$ cat src/adcsp_pkg.sv
// Contract
// Self-clocked: chip select high mid-word floats data and clock after current bit.
// Self-clocked: chip select low again resumes with next bit, next computation period.
// Self-clocked: unfinished word at new word: ready high four clocks, then load.
// Self-clocked: data changes on falling serial clock, valid at rising edge.
// Mode pin low selects external-clock mode.
// External clock: chip select falling enables data output with MSB presented.
// External clock: host clocks; device advances each bit on falling edge.
// External clock: after LSB, float data-ready and serial data.
// External clock: new word during transfer with select low is discarded.
// External clock: chip select high floats serial data immediately.
// External clock: chip select low again continues with same bit.
// External clock: unfinished word, select high: ready high four clocks, then load.
// Self-clocked: transmit only inside digital computation periods.
// External clock: system should drive master clock from its own clock.
// Mode pin high selects self-clocked mode with internal serial clock.
// Interval is 16 periods of 64 clocks: eight settling, eight computation.
// Self-clocked: poll select at computation period start; if low, send MSB first.
// Self-clocked: after LSB, data-ready high until next word arrives.
// Word length is a design constant; shift runs MSB down through it.
// Self-clocked serial rate and placement derive from master clock.
package adcsp_pkg;

  localparam int WORD_BITS    = 20;
  localparam int SENT_W       = $clog2(WORD_BITS + 1);
  localparam int PERIOD_CLKS  = 64;
  localparam int PERIODS      = 16;
  localparam int IVL_W        = $clog2(PERIOD_CLKS * PERIODS);
  localparam int POS_W        = $clog2(PERIOD_CLKS);
  localparam int SCLK_HALF    = 2;
  localparam int PHASE_W      = $clog2(2 * SCLK_HALF);
  localparam int DATA_READY_N_HI_CLKS = 4;
  localparam int HOLD_W       = 3;
  localparam int SYNC_W       = 3;
  localparam int SYNC_MODE    = 0;
  localparam int SYNC_CS      = 1;
  localparam int SYNC_SCLK    = 2;

  localparam logic [POS_W-1:0]   LAST_BIT_START = POS_W'(PERIOD_CLKS - 1 - 2 * SCLK_HALF);
  localparam logic [PHASE_W-1:0] PH_RISE        = PHASE_W'(SCLK_HALF);
  localparam logic [PHASE_W-1:0] PH_END         = PHASE_W'(2 * SCLK_HALF - 1);
  localparam logic [HOLD_W-1:0]  HOLD_INIT      = HOLD_W'(DATA_READY_N_HI_CLKS);
  localparam logic [SENT_W-1:0]  SENT_LAST      = SENT_W'(WORD_BITS - 1);

  typedef enum logic [1:0] {ST_IDLE, ST_SSC_RUN, ST_SEC_RUN} adcsp_state_t;

endpackage

$ cat src/adcsp_serial_port.sv
`timescale 1ns/1ps
module adcsp_serial_port
  import adcsp_pkg::*;
(
  input  wire logic                 core_clk,
  input  wire logic                 reset,
  input  wire logic                 mode_pin,
  input  wire logic                 cs_n,
  input  wire logic                 sclk_in,
  input  wire logic [WORD_BITS-1:0] word_in,
  input  wire logic                 word_load,
  output logic                      serial_data_out,
  output logic                      serial_data_oe_n,
  output logic                      sclk_out,
  output logic                      sclk_oe_n,
  output logic                      data_ready_n,
  output logic                      data_ready_oe_n
);

  // ****************************************
  // Synchronisers and interval timing
  // ****************************************
  logic [SYNC_W-1:0]    sync1_ff;
  logic [SYNC_W-1:0]    sync2_ff;
  logic [SYNC_W-1:0]    sync3_ff;
  logic [IVL_W-1:0]     ivl_ff;

  always_ff @(posedge core_clk) begin
    if (reset) begin
      sync1_ff <= 3'h6;
      sync2_ff <= 3'h6;
      sync3_ff <= 3'h6;
      ivl_ff   <= '0;
    end else begin
      sync1_ff <= {sclk_in, cs_n, mode_pin};
      sync2_ff <= sync1_ff;
      sync3_ff <= sync2_ff;
      ivl_ff   <= ivl_ff + 1'b1;
    end
  end

  wire                  self_clocked_mode        = sync2_ff[SYNC_MODE];
  wire                  cs_hi      = sync2_ff[SYNC_CS];
  wire                  cs_fall    = sync3_ff[SYNC_CS] & ~sync2_ff[SYNC_CS];
  wire                  sclk_fall  = sync3_ff[SYNC_SCLK] & ~sync2_ff[SYNC_SCLK];
  wire [POS_W-1:0]      pos        = ivl_ff[POS_W-1:0];
  // Odd periods compute, even periods settle
  wire                  in_digital = ivl_ff[POS_W];
  wire                  dig_start  = in_digital && (pos == '0);

  // ****************************************
  // Transfer state
  // ****************************************
  adcsp_state_t         state_ff;
  logic [WORD_BITS-1:0] shreg_ff;
  logic [WORD_BITS-1:0] pend_ff;
  logic [SENT_W-1:0]    sent_ff;
  logic [PHASE_W-1:0]   phase_ff;
  logic [HOLD_W-1:0]    hold_ff;
  logic                 word_ok_ff;
  logic                 sdo_ff;
  logic                 sdo_oe_n_ff;
  logic                 sclk_ff;
  logic                 sclk_oe_n_ff;
  logic                 data_ready_n_ff;
  logic                 data_ready_n_oe_n_ff;

  wire                  sec_busy   = ~self_clocked_mode && ~cs_hi && (state_ff == ST_SEC_RUN);
  wire                  accept     = word_load && !sec_busy;
  wire                  last_bit   = (sent_ff == SENT_LAST);
  wire                  ssc_run    = (state_ff == ST_SSC_RUN);
  wire                  sec_run    = (state_ff == ST_SEC_RUN);
  wire                  bit_end    = ssc_run && (phase_ff == PH_END);
  wire                  no_room    = pos > LAST_BIT_START;
  wire                  ssc_start  = self_clocked_mode && dig_start && !cs_hi && word_ok_ff;
  wire                  sec_start  = ~self_clocked_mode && cs_fall && word_ok_ff;
  wire [WORD_BITS-1:0]  shifted    = {shreg_ff[WORD_BITS-2:0], 1'b0};

  always_ff @(posedge core_clk) begin
    if (reset) begin
      state_ff     <= ST_IDLE;
      shreg_ff     <= '0;
      pend_ff      <= '0;
      sent_ff      <= '0;
      phase_ff     <= '0;
      hold_ff      <= '0;
      word_ok_ff   <= 1'b0;
      sdo_ff       <= 1'b0;
      sdo_oe_n_ff  <= 1'b1;
      sclk_ff      <= 1'b1;
      sclk_oe_n_ff <= 1'b1;
      data_ready_n_ff      <= 1'b1;
      data_ready_n_oe_n_ff <= 1'b0;
    end else if (accept && word_ok_ff) begin
      // Unfinished word: ready high, then load the newcomer
      pend_ff      <= word_in;
      hold_ff      <= HOLD_INIT;
      word_ok_ff   <= 1'b0;
      data_ready_n_ff      <= 1'b1;
      data_ready_n_oe_n_ff <= 1'b0;
      state_ff     <= ST_IDLE;
      sdo_oe_n_ff  <= 1'b1;
      sclk_oe_n_ff <= 1'b1;
      sclk_ff      <= 1'b1;
    end else if (accept || (hold_ff == 3'h1)) begin
      shreg_ff     <= accept ? word_in : pend_ff;
      sent_ff      <= '0;
      hold_ff      <= '0;
      word_ok_ff   <= 1'b1;
      data_ready_n_ff      <= 1'b0;
      data_ready_n_oe_n_ff <= 1'b0;
      state_ff     <= ST_IDLE;
      sdo_oe_n_ff  <= 1'b1;
      sclk_oe_n_ff <= 1'b1;
      sclk_ff      <= 1'b1;
    end else begin
      if (hold_ff != '0) begin
        hold_ff <= hold_ff - 1'b1;
      end
      if (self_clocked_mode) begin
        data_ready_n_oe_n_ff <= 1'b0;
      end
      case (state_ff)
        ST_IDLE: begin
          if (ssc_start) begin
            // Fresh or interrupted word, current MSB goes first
            state_ff     <= ST_SSC_RUN;
            phase_ff     <= '0;
            sclk_oe_n_ff <= 1'b0;
            sdo_oe_n_ff  <= 1'b0;
          end else if (sec_start) begin
            state_ff     <= ST_SEC_RUN;
            sdo_ff       <= shreg_ff[WORD_BITS-1];
            sdo_oe_n_ff  <= 1'b0;
          end
        end
        ST_SSC_RUN: begin
          phase_ff <= phase_ff + 1'b1;
          if (phase_ff == '0) begin
            sclk_ff <= 1'b0;
            sdo_ff  <= shreg_ff[WORD_BITS-1];
          end else if (phase_ff == PH_RISE) begin
            sclk_ff <= 1'b1;
          end
          if (bit_end) begin
            phase_ff <= '0;
            shreg_ff <= shifted;
            sent_ff  <= sent_ff + 1'b1;
            if (last_bit) begin
              word_ok_ff <= 1'b0;
              data_ready_n_ff    <= 1'b1;
            end
            if (last_bit || cs_hi || no_room) begin
              state_ff     <= ST_IDLE;
              sclk_oe_n_ff <= 1'b1;
              sdo_oe_n_ff  <= 1'b1;
            end
          end
        end
        ST_SEC_RUN: begin
          if (cs_hi) begin
            state_ff    <= ST_IDLE;
            sdo_oe_n_ff <= 1'b1;
          end else if (sclk_fall) begin
            if (last_bit) begin
              state_ff     <= ST_IDLE;
              word_ok_ff   <= 1'b0;
              data_ready_n_ff      <= 1'b1;
              data_ready_n_oe_n_ff <= 1'b1;
              sdo_oe_n_ff  <= 1'b1;
            end else begin
              shreg_ff <= shifted;
              sent_ff  <= sent_ff + 1'b1;
              sdo_ff   <= shreg_ff[WORD_BITS-2];
            end
          end
        end
        default: begin
          state_ff <= ST_IDLE;
        end
      endcase
    end
  end

  assign serial_data_out  = sdo_ff;
  assign serial_data_oe_n = sdo_oe_n_ff;
  assign sclk_out         = sclk_ff;
  assign sclk_oe_n        = sclk_oe_n_ff;
  assign data_ready_n     = data_ready_n_ff;
  assign data_ready_oe_n  = data_ready_n_oe_n_ff;
endmodule // adcsp_serial_port

$ cat config.mk
export PLATFORM = sky130hd
export DESIGN_NAME = adcsp_serial_port
export DESIGN_NICKNAME = d
export VERILOG_FILES = /design/src/adcsp_pkg.sv /design/src/adcsp_serial_port.sv
export SDC_FILE = /design/constraint.sdc
export NUM_CORES = 1
export LEC_CHECK = 0
export ABC_AREA = 1
export BUFFER_PORTS_ARGS = -buffer_cell sky130_fd_sc_hd__buf_2
export CORE_MARGIN = 2
export CORE_UTILIZATION = 63
export CTS_BUF_LIST = sky130_fd_sc_hd__clkbuf_8
export DETAILED_ROUTE_END_ITERATION = 7
export PLACE_DENSITY = 0.91
export RECOVER_POWER = 50
export SKIP_LAST_GASP = 1
export SLEW_MARGIN = 10
export SYNTH_ARGS = -nofsm -noshare
export SYNTH_HDL_FRONTEND = slang
export SYNTH_SLANG_ARGS = --single-unit
export TNS_END_PERCENT = 10
$ cat constraint.sdc
create_clock -name core_clk -period 3.24 [get_ports core_clk]
set_clock_uncertainty 0.05 [all_clocks]
set_input_delay 0.648 -clock core_clk [delete_from_list [all_inputs] [get_ports core_clk]]
set_output_delay 0.648 -clock core_clk [all_outputs]
set_load 0.02 [all_outputs]
Yosys cells after proc, flatten, opt, wreduce, memory -nomap -nowiden
Cells that the tools add are included.
- bits in registers: 78
- input bits: 26
- output and inout bits: 6
- word-level logic and storage cells: 150
- add/subtract/negate cells: 4
- magnitude comparators: 1
- equal/unequal tests: 22
- mux-type cells: 63
- bitwise logic cells: 7
- reductions and logical operators: 35
- operators by type and width (operator ; number):
    $mux W20 ; 6
    $pmux W20 S2 ; 1
    $mux W1 ; 31
    $mux W5 ; 5
    $mux W2 ; 9
    $ne A2 B2 Y1 const B ; 6
    $reduce_and A4 Y1 ; 3
    $reduce_and A6 Y1 ; 2
    $reduce_bool A3 Y1 ; 4
    $logic_and A1 B1 Y1 ; 11
    $add A10 B1 Y10 const B ; 1
    $pmux W5 S2 ; 1
    $mux W3 ; 3
    $ne A3 B2 Y1 const B ; 3
    $ne A3 B3 Y1 const B ; 3
    $reduce_and A9 Y1 ; 1
    $eq A2 B2 Y1 const B ; 3
    $gt A6 B6 Y1 const B ; 1
    $logic_not A6 Y1 ; 1
    $ne A2 B1 Y1 const B ; 3
    $pmux W1 S2 ; 3
    $pmux W1 S3 ; 2
    $pmux W2 S3 ; 1
    $add A5 B1 Y5 const B ; 1
    17 further kinds ; 27

Longest topological paths before layout
Gate-level depths: netlist of run 1.
- word-level depth: 8
- gate-level depth with buffers: 12
- gate-level depth less buffers: 11

Worst setup path before layout of run 1
Ideal clock, no wire load.
- path type: reg-to-reg
- start point: register state_ff[0]
- end point: register shreg_ff[11]
- setup time: 0.113 ns
- data arrival time: 1.451 ns
- required time: 3.077 ns
- slack: 1.627 ns
- cell stages (with the launch flop): 11
- buffers on the path: 2
- clock period less this slack: 1.613 ns
- cell sequence: dfxtp_1 -> inv_1 -> ha_1 -> nand2_2 -> nand3_1 -> buf_4 -> nand2_2 -> nand2_2 -> buf_4 -> nor2_1 -> nor2_1
- word-level cells in the longest chain between the ends: 7
- elaborated cells between the ends (all ways): 18
- those cells by class: eq/ne: 6; mux: 3; bitwise: 1; reduce/logical: 8
- ends and longest elaborated chain (what ; line ; RTL):
    start, declared ; adcsp_serial_port.sv:54 ; adcsp_state_t state_ff;
    start signal, assigned ; adcsp_serial_port.sv:81 ; state_ff <= ST_IDLE;
    start signal, assigned ; adcsp_serial_port.sv:101 ; state_ff <= ST_IDLE;
    start signal, assigned ; adcsp_serial_port.sv:112 ; state_ff <= ST_IDLE;
    $eq A2 B2 Y1 ; adcsp_serial_port.sv:68, adcsp_serial_port.sv:123 ;
    $logic_and A1 B1 Y1 ; adcsp_serial_port.sv:68 ; wire sec_busy = ~self_clocked_mode && ~cs_hi && (state_ff == ST_SEC_RUN);
    $logic_not A1 Y1 ; adcsp_serial_port.sv:69 ; wire accept = word_load && !sec_busy;
    $logic_and A1 B1 Y1 ; adcsp_serial_port.sv:69 ;
    $logic_or A1 B1 Y1 or $logic_and A1 B1 Y1 (tied branches) ; adcsp_serial_port.sv:105, adcsp_serial_port.sv:94 ;
    $ne A3 B1 Y1 (no source line) (tied with other cells) ; n/a ;
    $reduce_and A6 Y1 (no source line) ; n/a ;
    end signal, assigned ; adcsp_serial_port.sv:106 ; shreg_ff <= accept ? word_in : pend_ff;
    end signal, assigned ; adcsp_serial_port.sv:147 ; shreg_ff <= shifted;
    end signal, assigned ; adcsp_serial_port.sv:172 ; shreg_ff <= shifted;
    end, declared ; adcsp_serial_port.sv:55 ; logic [WORD_BITS-1:0] shreg_ff;
Parallel ways exist; a longest one is shown, timed or not.
A chain may end at the register's enable or synchronous reset.

Worst setup path after layout of run 1
- start point: register state_ff[0]
- end point: register shreg_ff[4]
Same word-level chain as after synthesis.

==> results.ini, run 1 <==
[clocking]
cts.sinks = 74
clk_pin_slew_ns = 0.08
clockBufferDepth = 2
cts_htree_levels = 3
cts_resized = 0
clk_latency_ns = 0.34
holdBufCountCts = 0
post-cts-setup-buffers = 0
tritoncts = built
cts-root-buf = clkbuf_8
numCtsBuffers = 9

[critical_path]
critPathTopFamily = simple AND/OR/NAND/NOR gates
cp_max_fo = 23
path_buf_inv = 2
cp_slowest_cell = inv_1
crit_top_cell = nand2_1
critical_path_class = flop to flop
crit_path_end_kind = flop
cp.depth = 11
reg2reg_from = state_ff[0]
crit_end = shreg_ff[4]
critical_path.cell_chain = inv_1 > ha_1 > nand2_1 > nand2_4 > nand2_4 > inv_1 > nand2_2 > nand2_2 > nand2_1 > nand2_1 > nor2_1
worst-endpoint-arrival_ns = 2.83
r2r-end = shreg_ff[4]
cp-startpoint = state_ff[0]
crit_path_start_kind = flop
ff2ff_path_depth = 11
cpPeakStageDelay_ns = 0.40
reg2reg_setup_slack_ns = 0.58
cp.required_ns = 3.41

[power_and_ir_drop]
power_leakage_nw = 1.92
internal-power_mw = 1.50
swShare_pct = 27.5
vdd_drop_max_mv = 0.327
clkPwrFrac_pct = 37.0
seqPwrFrac_pct = 48.5
p_per_area_mw_per_mm2 = 524
power_mw = 2.06
combPwrFrac_pct = 14.5
netSwitchingPower_uw = 568

[final_layout]
area_delta_synth_final_pct = 8.32
fin_nets = 599
drive_above_1_share_pct = 9.56
diodes = 0
final_area_mm2 = 0.00394

[synth]
yosysTopAreaCell = dfxtp_1
synthesis.area_mm2 = 0.00364
yosysSeqAreaShare_pct = 40.7
yosysTopAreaCellShare_pct = 40.7
syn_nets = 577
synth.avg_cell_area_um2 = 6.76
synth_area_leaders = dfxtp_1 41%, nand2_1 16%, nor2_1 9.6%
synth_cell_types = 26
ys_warn_count = 0
synth_cells = 538
synth-seq-cells = 74

[global_routing]
antenna_found_initial = 0
grt_start_max_net_pins = 44
grt_pass1_wl_um = 13400
grt_usage_pct = 26.1
overflow = 0
grt_pass1_vias = 3208

[hold_path]
min_path_type = flop to flop

[sta]
finalSetupTns_ns = 0
setup_ws_ns = 0.580
tightest_slew_ns = 0.933
maxSlewHeadroom_pct = 37.8
slew_violations = 0
rsz0062_at_grt = false
max_freq_mhz = 376
fin_crit_ns = 2.66
hold_slack_ns = 0.361
setup_viol = 0
fin_crit_sh_pct = 82.1
hold_viol_final = 0

[placement]
place_area_mm2 = 0.00375
dp_slack_ns = 0.820
hpwlAfterDp_um = 5280
gp_congestion = 0.882
io_buffers = 31

[die]
coreArea_mm2 = 0.00554
die_w_um = 80.0
io_pins = 32
die_area_mm2 = 0.00640
initial_utilization_pct = 65.7
fp-row-count = 27
die_y_um = 80.0

[detailed_routing]
wl_um = 7740
first_iter_violations = 242
drcViolationCount = 0
vias = 3376
ant_nets = 0
drt_pass1_iterations = 4
wire_per_inst_um = 12.1
vias_per_cell = 5.30

[run_status]
status = finished clean

[flow_run]
timing.max_cap.violations = 0

-- flip-flops by register name, indices dropped and copies added, names as in the netlist --
register,count
state_ff,2
sync3_ff,2
shreg_ff,20
ivl_ff,7
word_ok_ff,1
sclk_out,1
sync2_ff,3
data_ready_oe_n,1
hold_ff,3
sclk_oe_n,1
sync1_ff,3
data_ready_n,1
serial_data_oe_n,1
pend_ff,20
phase_ff,2
sent_ff,5
serial_data_out,1
-- cell families (layout without fill, tap and decap cells) --
kind of cell | after synthesis | after routing | synth area share (%)
buffers and inverters | 78 | 105 | 9.77
adders and majority gates | 13 | 13 | 4.47
xor gates and xnor gates | 7 | 7 | 1.69
AOI/OAI and AO/OA | 35 | 35 | 5.40
DFF | 74 | 74 | 40.7
and+or+nand+nor | 331 | 331 | 37.9
-- metal layers --
metal	up-vias	wire length, µm	global-route usage [%]	part of all wire [%]
li1	1708	-	-	-
met4	0	129	10.5	1.7
met1	1553	3300	31.6	43
met3	16	445	3.85	5.8
met5	-	0	0	0
met2	99	3860	46.0	50
-- layout by cell type, fill, tap and decap left out, types with 3 or more instances in the layout --
| cell type | Yosys | routed |
|---|---|---|
| ha_1 | 13 | 13 |
| nand3_1 | 67 | 67 |
| buf_2 | 8 | 24 |
| dfxtp_1 | 74 | 74 |
| xor2_1 | 5 | 5 |
| nand2_1 | 153 | 155 |
| clkbuf_8 | 0 | 9 |
| nand2_2 | 5 | 3 |
| clkbuf_1 | 4 | 7 |
| inv_2 | 5 | 4 |
| nor2_1 | 93 | 94 |
| o21ai_0 | 8 | 8 |
| o211ai_1 | 5 | 5 |
| nand4_1 | 3 | 3 |
| inv_1 | 51 | 54 |
| a21oi_1 | 19 | 19 |
| or2_2 | 5 | 5 |
-- synthesized netlist by cell type (all sizes together) --
cell type / number
ha: 13
nand2: 160
xor2: 5
dfxtp: 74
a21oi: 19
o21ai: 8
clkinv: 1
clkbuf: 4
inv: 56
buf: 17
or2: 5
nor3: 1
o211ai: 5
xnor2: 2
o21a: 1
o21bai: 1
nand4: 3
a221oi: 1
nor2: 95
nand3: 67
-- power by group through the flow --
stage / registers [mW] / logic (mW) / clock network, mW
5_1_grt: 1.01 / 0.347 / 0.812
4_1_cts: 1.00 / 0.302 / 0.771
3_5_place_dp: 1.02 / 0.299 / 0
6_report: 1.00 / 0.299 / 0.764
2_1_floorplan: 1.02 / 0.248 / 0
3_3_place_gp: 1.02 / 0.286 / 0
-- layout make-up --
class	instances	area, µm²
clock buffer	9	124
fill	468	1600
inverter	57	214
multi-input combinational	386	1790
clock inverter	7	86.3
timing repair buffer	32	151
sequential	74	1480
tap	72	90.1
-- stage by stage --
stage	instances	util, %
3_3_place_gp	621	67.7
4_1_cts	637	71.5
2_1_floorplan	538	-
6_report	637	71.1
5_1_grt	637	71.1
3_5_place_dp	621	67.7
-- worst min path at each step --
stage                start     endpoint  cells after the start
2_1_floorplan  sync1_ff[0]  sync2_ff[0]                      2
3_3_place_gp   sync1_ff[2]  sync2_ff[2]                      1
3_5_place_dp   sync1_ff[2]  sync2_ff[2]                      1
4_1_cts        sync1_ff[2]  sync2_ff[2]                      1
5_1_grt        sync1_ff[2]  sync2_ff[2]                      1
6_report       sync1_ff[2]  sync2_ff[2]                      1
(Power assumes the default switching activity.)
==> inputs of run 2 (changes only) <==
--- a/config.mk
+++ b/config.mk
@@ -5,13 +5,13 @@
 export SDC_FILE = /design/constraint.sdc
 export NUM_CORES = 1
 export LEC_CHECK = 0
-export ABC_AREA = 1
+export ABC_AREA = 0
 export BUFFER_PORTS_ARGS = -buffer_cell sky130_fd_sc_hd__buf_2
 export CORE_MARGIN = 2
-export CORE_UTILIZATION = 63
+export CORE_UTILIZATION = 56
 export CTS_BUF_LIST = sky130_fd_sc_hd__clkbuf_8
 export DETAILED_ROUTE_END_ITERATION = 7
-export PLACE_DENSITY = 0.91
+export PLACE_DENSITY = 0.86
 export RECOVER_POWER = 50
 export SKIP_LAST_GASP = 1
 export SLEW_MARGIN = 10
==> constraint.sdc (replaced) <==
create_clock -name core_clk -period 2.3 [get_ports core_clk]
set_clock_uncertainty 0.05 [all_clocks]
set_input_delay 0.46 -clock core_clk [delete_from_list [all_inputs] [get_ports core_clk]]
set_output_delay 0.46 -clock core_clk [all_outputs]
set_load 0.02 [all_outputs]
==> run 2 against run 1 <==
Against the previous run: power is 40% higher; sequential share of layout area fell by 0.62 points; non-clock buffer count increased by 7; critical endpoint is now sent_ff[2]; highest routed layer unchanged.
==> results.ini, run 2 <==
[run_status]
status = finished clean

[critical_path]
crit_path_end_kind = flop
cp_slowest_cell = or3b_4
critical_path_class = flop to flop
cpPeakStageDelay_ns = 0.41  ; about the same
critical_path.cell_chain = inv_1 > ha_1 > or3b_4 > a21bo_1 > a31oi_4 > buf_12 > o21ai_0 > a21oi_1
crit_path_start_kind = flop
worst-endpoint-arrival_ns = 2.46  ; -0.37 ns
cp.required_ns = 2.53  ; -0.88 ns
cp_max_fo = 47  ; +100%

[global_routing]
overflow = 0  ; unchanged
grt.busiest_layer = met2
gr-usage-met3_pct = 4.55  ; +0.70 points
met2_usage_pct = 36.1  ; -9.9 points
grt_start_max_net_pins = 66  ; +50%
grt_usage_pct = 21.4  ; -4.6 points
antenna_found_initial = 0  ; unchanged
grt_pass1_wl_um = 12400  ; -7.5%
grt_pass1_vias = 2766  ; -14%
grtUsageMet1_pct = 26.1  ; -5.5 points

[die]
initial_utilization_pct = 57.2  ; -8.4 points
die_area_mm2 = 0.00707  ; +11%
fp-row-count = 29  ; +7.4%
io_pins = 32  ; unchanged
die_y_um = 84.1  ; +5.1%
coreArea_mm2 = 0.00628  ; +13%
die_w_um = 84.1  ; +5.1%

[power_and_ir_drop]
p_per_area_mw_per_mm2 = 720  ; +37%
clkPwrFrac_pct = 38.5  ; +1.5 points
swShare_pct = 25.5  ; -2.0 points
netSwitchingPower_uw = 736  ; +29%
power_leakage_nw = 1.57  ; -18%
seqPwrFrac_pct = 47.9  ; -0.6 points
internal-power_mw = 2.15  ; +44%
vdd_drop_max_mv = 0.482  ; +47%
combPwrFrac_pct = 13.6  ; -0.9 points

[sta]
maxSlewHeadroom_pct = 42.1  ; +4.3 points
finalSetupTns_ns = 0  ; unchanged
fin_crit_ns = 2.23  ; -0.431 ns
fin_crit_sh_pct = 96.9  ; +15 points
setup_viol = 0  ; unchanged
tightest_slew_ns = 0.868  ; -0.0645 ns
max_freq_mhz = 449  ; +19%
slew_violations = 0  ; unchanged
hold_viol_final = 0  ; unchanged

[placement]
io_buffers = 31  ; unchanged
place_area_mm2 = 0.00379  ; +1.0%
gp_congestion = 0.874  ; -0.92%
hpwlAfterDp_um = 4830  ; -8.6%

[synth]
synth_most_common_cell = dfxtp_1
yosysTopAreaCellShare_pct = 41.2  ; +0.51 points
async_flop_share_pct = 0  ; unchanged
synthesis.area_mm2 = 0.00359  ; -1.2%
syn_nets = 447  ; -23%
ys.flop_type = dfxtp_1
ys_warn_count = 0  ; unchanged
synth-seq-cells = 74  ; unchanged
synth-edff-count = 0  ; unchanged
synth_cell_types = 49  ; +88%
synthTopCellsByCount = 74 x dfxtp_1, 55 x a21oi_1, 50 x nand2_1
synth_cells = 408  ; -24%
synth_area_leaders = dfxtp_1 41%, a21oi_1 7.7%, mux2_2 6.3%
yosysTopAreaCell = dfxtp_1
synth.avg_cell_area_um2 = 8.80  ; +30%
yosysSeqAreaShare_pct = 41.2  ; +0.51 points

[clocking]
clk_pin_slew_ns = 0.08  ; about the same
post-cts-setup-buffers = 0  ; unchanged
numCtsBuffers = 9  ; unchanged
tritoncts = built
cts.sinks = 74  ; unchanged
clockBufferDepth = 2  ; unchanged
cts_htree_levels = 3  ; unchanged
cts-root-buf = clkbuf_8
clk_latency_ns = 0.35  ; about the same

[detailed_routing]
wl_um = 7860  ; +1.7%
ant_nets = 0  ; unchanged
wire_per_inst_um = 15.4  ; +26%
drcViolationCount = 0  ; unchanged
first_iter_violations = 258  ; +6.6%
drt_pass1_iterations = 5  ; +1
vias_per_cell = 5.91  ; +12%
vias = 3028  ; -10%

[final_layout]
utilization_pct = 63.8  ; -7.3 points
drive_above_1_share_pct = 17.9  ; +8.4 points
final_area_mm2 = 0.00401  ; +1.7%
top_regs = pend_ff x20, shreg_ff x20, ivl_ff x7
fin_nets = 469  ; -22%
final_common_cell = dfxtp_1
final_cell_mix = 74 x dfxtp_1, 55 x a21oi_1, 50 x nand2_1
area_delta_synth_final_pct = 11.5
diodes = 0  ; unchanged

[flow_run]
timing.max_cap.violations = 0  ; unchanged

[hold_path]
min_path_type = input port to flop

-- run 2: cell types whose count changed after synthesis, sizes merged, moves of 22 or more --
| cell | previous run | this run |
|---|---|---|
| inv | 56 | 12 |
| a21oi | 19 | 55 |
| nor2 | 95 | 14 |
| or3 | 0 | 24 |
| nand3 | 67 | 5 |
| o21ai | 8 | 30 |
| nand2 | 160 | 50 |
-- run 2: cell families after synthesis --
kind of cell | Yosys count | share of synthesized area (%)
flops | 74 | 41.2
compound gates | 104 | 16.4
simple gates | 132 | 19.0
xor+xnor | 5 | 1.22
buf+inv | 40 | 5.78
mux | 40 | 11.8
fa+ha+maj | 13 | 4.53
-- run 2: metal layers --
| metal | wire length, µm | vias to the layer above |
|---|---|---|
| met4 | 252 | 0 |
| met5 | 0 | - |
| met3 | 373 | 23 |
| met1 | 3440 | 1438 |
| met2 | 3800 | 97 |
| li1 | - | 1470 |
-- run 2: final cells by class --
cell class | instances | area, µm²
Clock buffer | 10 | 138
Clock inverter | 6 | 81.3
Fill cell | 522 | 2270
Tap cell | 77 | 96.3
Multi-Input combinational cell | 294 | 1920
Timing Repair Buffer | 39 | 244
Inverter | 12 | 45.0
Sequential cell | 74 | 1480
-- run 2: worst paths after layout --
check | start | endpoint | cells past startpoint | slack [ns]
worst max-delay path | state_ff[0] | sent_ff[2] | 8 | 0.07
worst min-delay path | sclk_in | sync1_ff[2] | 2 | 0.24
worst max register to register | state_ff[0] | sent_ff[2] | 8 | 0.07
worst min register to register | sync1_ff[1] | sync2_ff[1] | 1 | 0.35
-- run 2: power by group through the flow --
stage                     clock (mW)  combinational [mW]  sequential [mW]
final                           1.11               0.391             1.38
after global routing            1.17               0.430             1.39
after CTS                       1.12               0.390             1.38
after detailed placement           0               0.387             1.41
after global placement             0               0.368             1.41
after floorplan                    0               0.296             1.40
-- run 2: worst max-delay path, delay by kind of cell, from the launching register on --
family	cells	cell delay [ns]
adder cells (fa/ha/maj)	1	0.18
AO/OA/AOI/OAI	4	0.83
AND/OR/NAND/NOR	1	0.41
buffers and inverters	2	0.34
flip-flops	1	0.33
-- run 2: timing repair --
| item | in CTS | in global routing |
|---|---|---|
| endpoints found under the setup margin | 0 | 1 |
| hold buffers | 0 | 0 |
| gates resized for setup | 0 | 1 |
-- run 2: metrics by stage --
stage	std cells	power [mW]	setup slack [ns]	hold slack, ns
3_5_place_dp	496	1.80	0.139	0.343
6_report	512	2.88	0.0708	0.237
3_3_place_gp	496	1.78	0.229	0.342
4_1_cts	512	2.89	0.0683	0.235
5_1_grt	512	2.99	-0.0310	0.243
2_1_floorplan	408	1.70	0.169	0.339
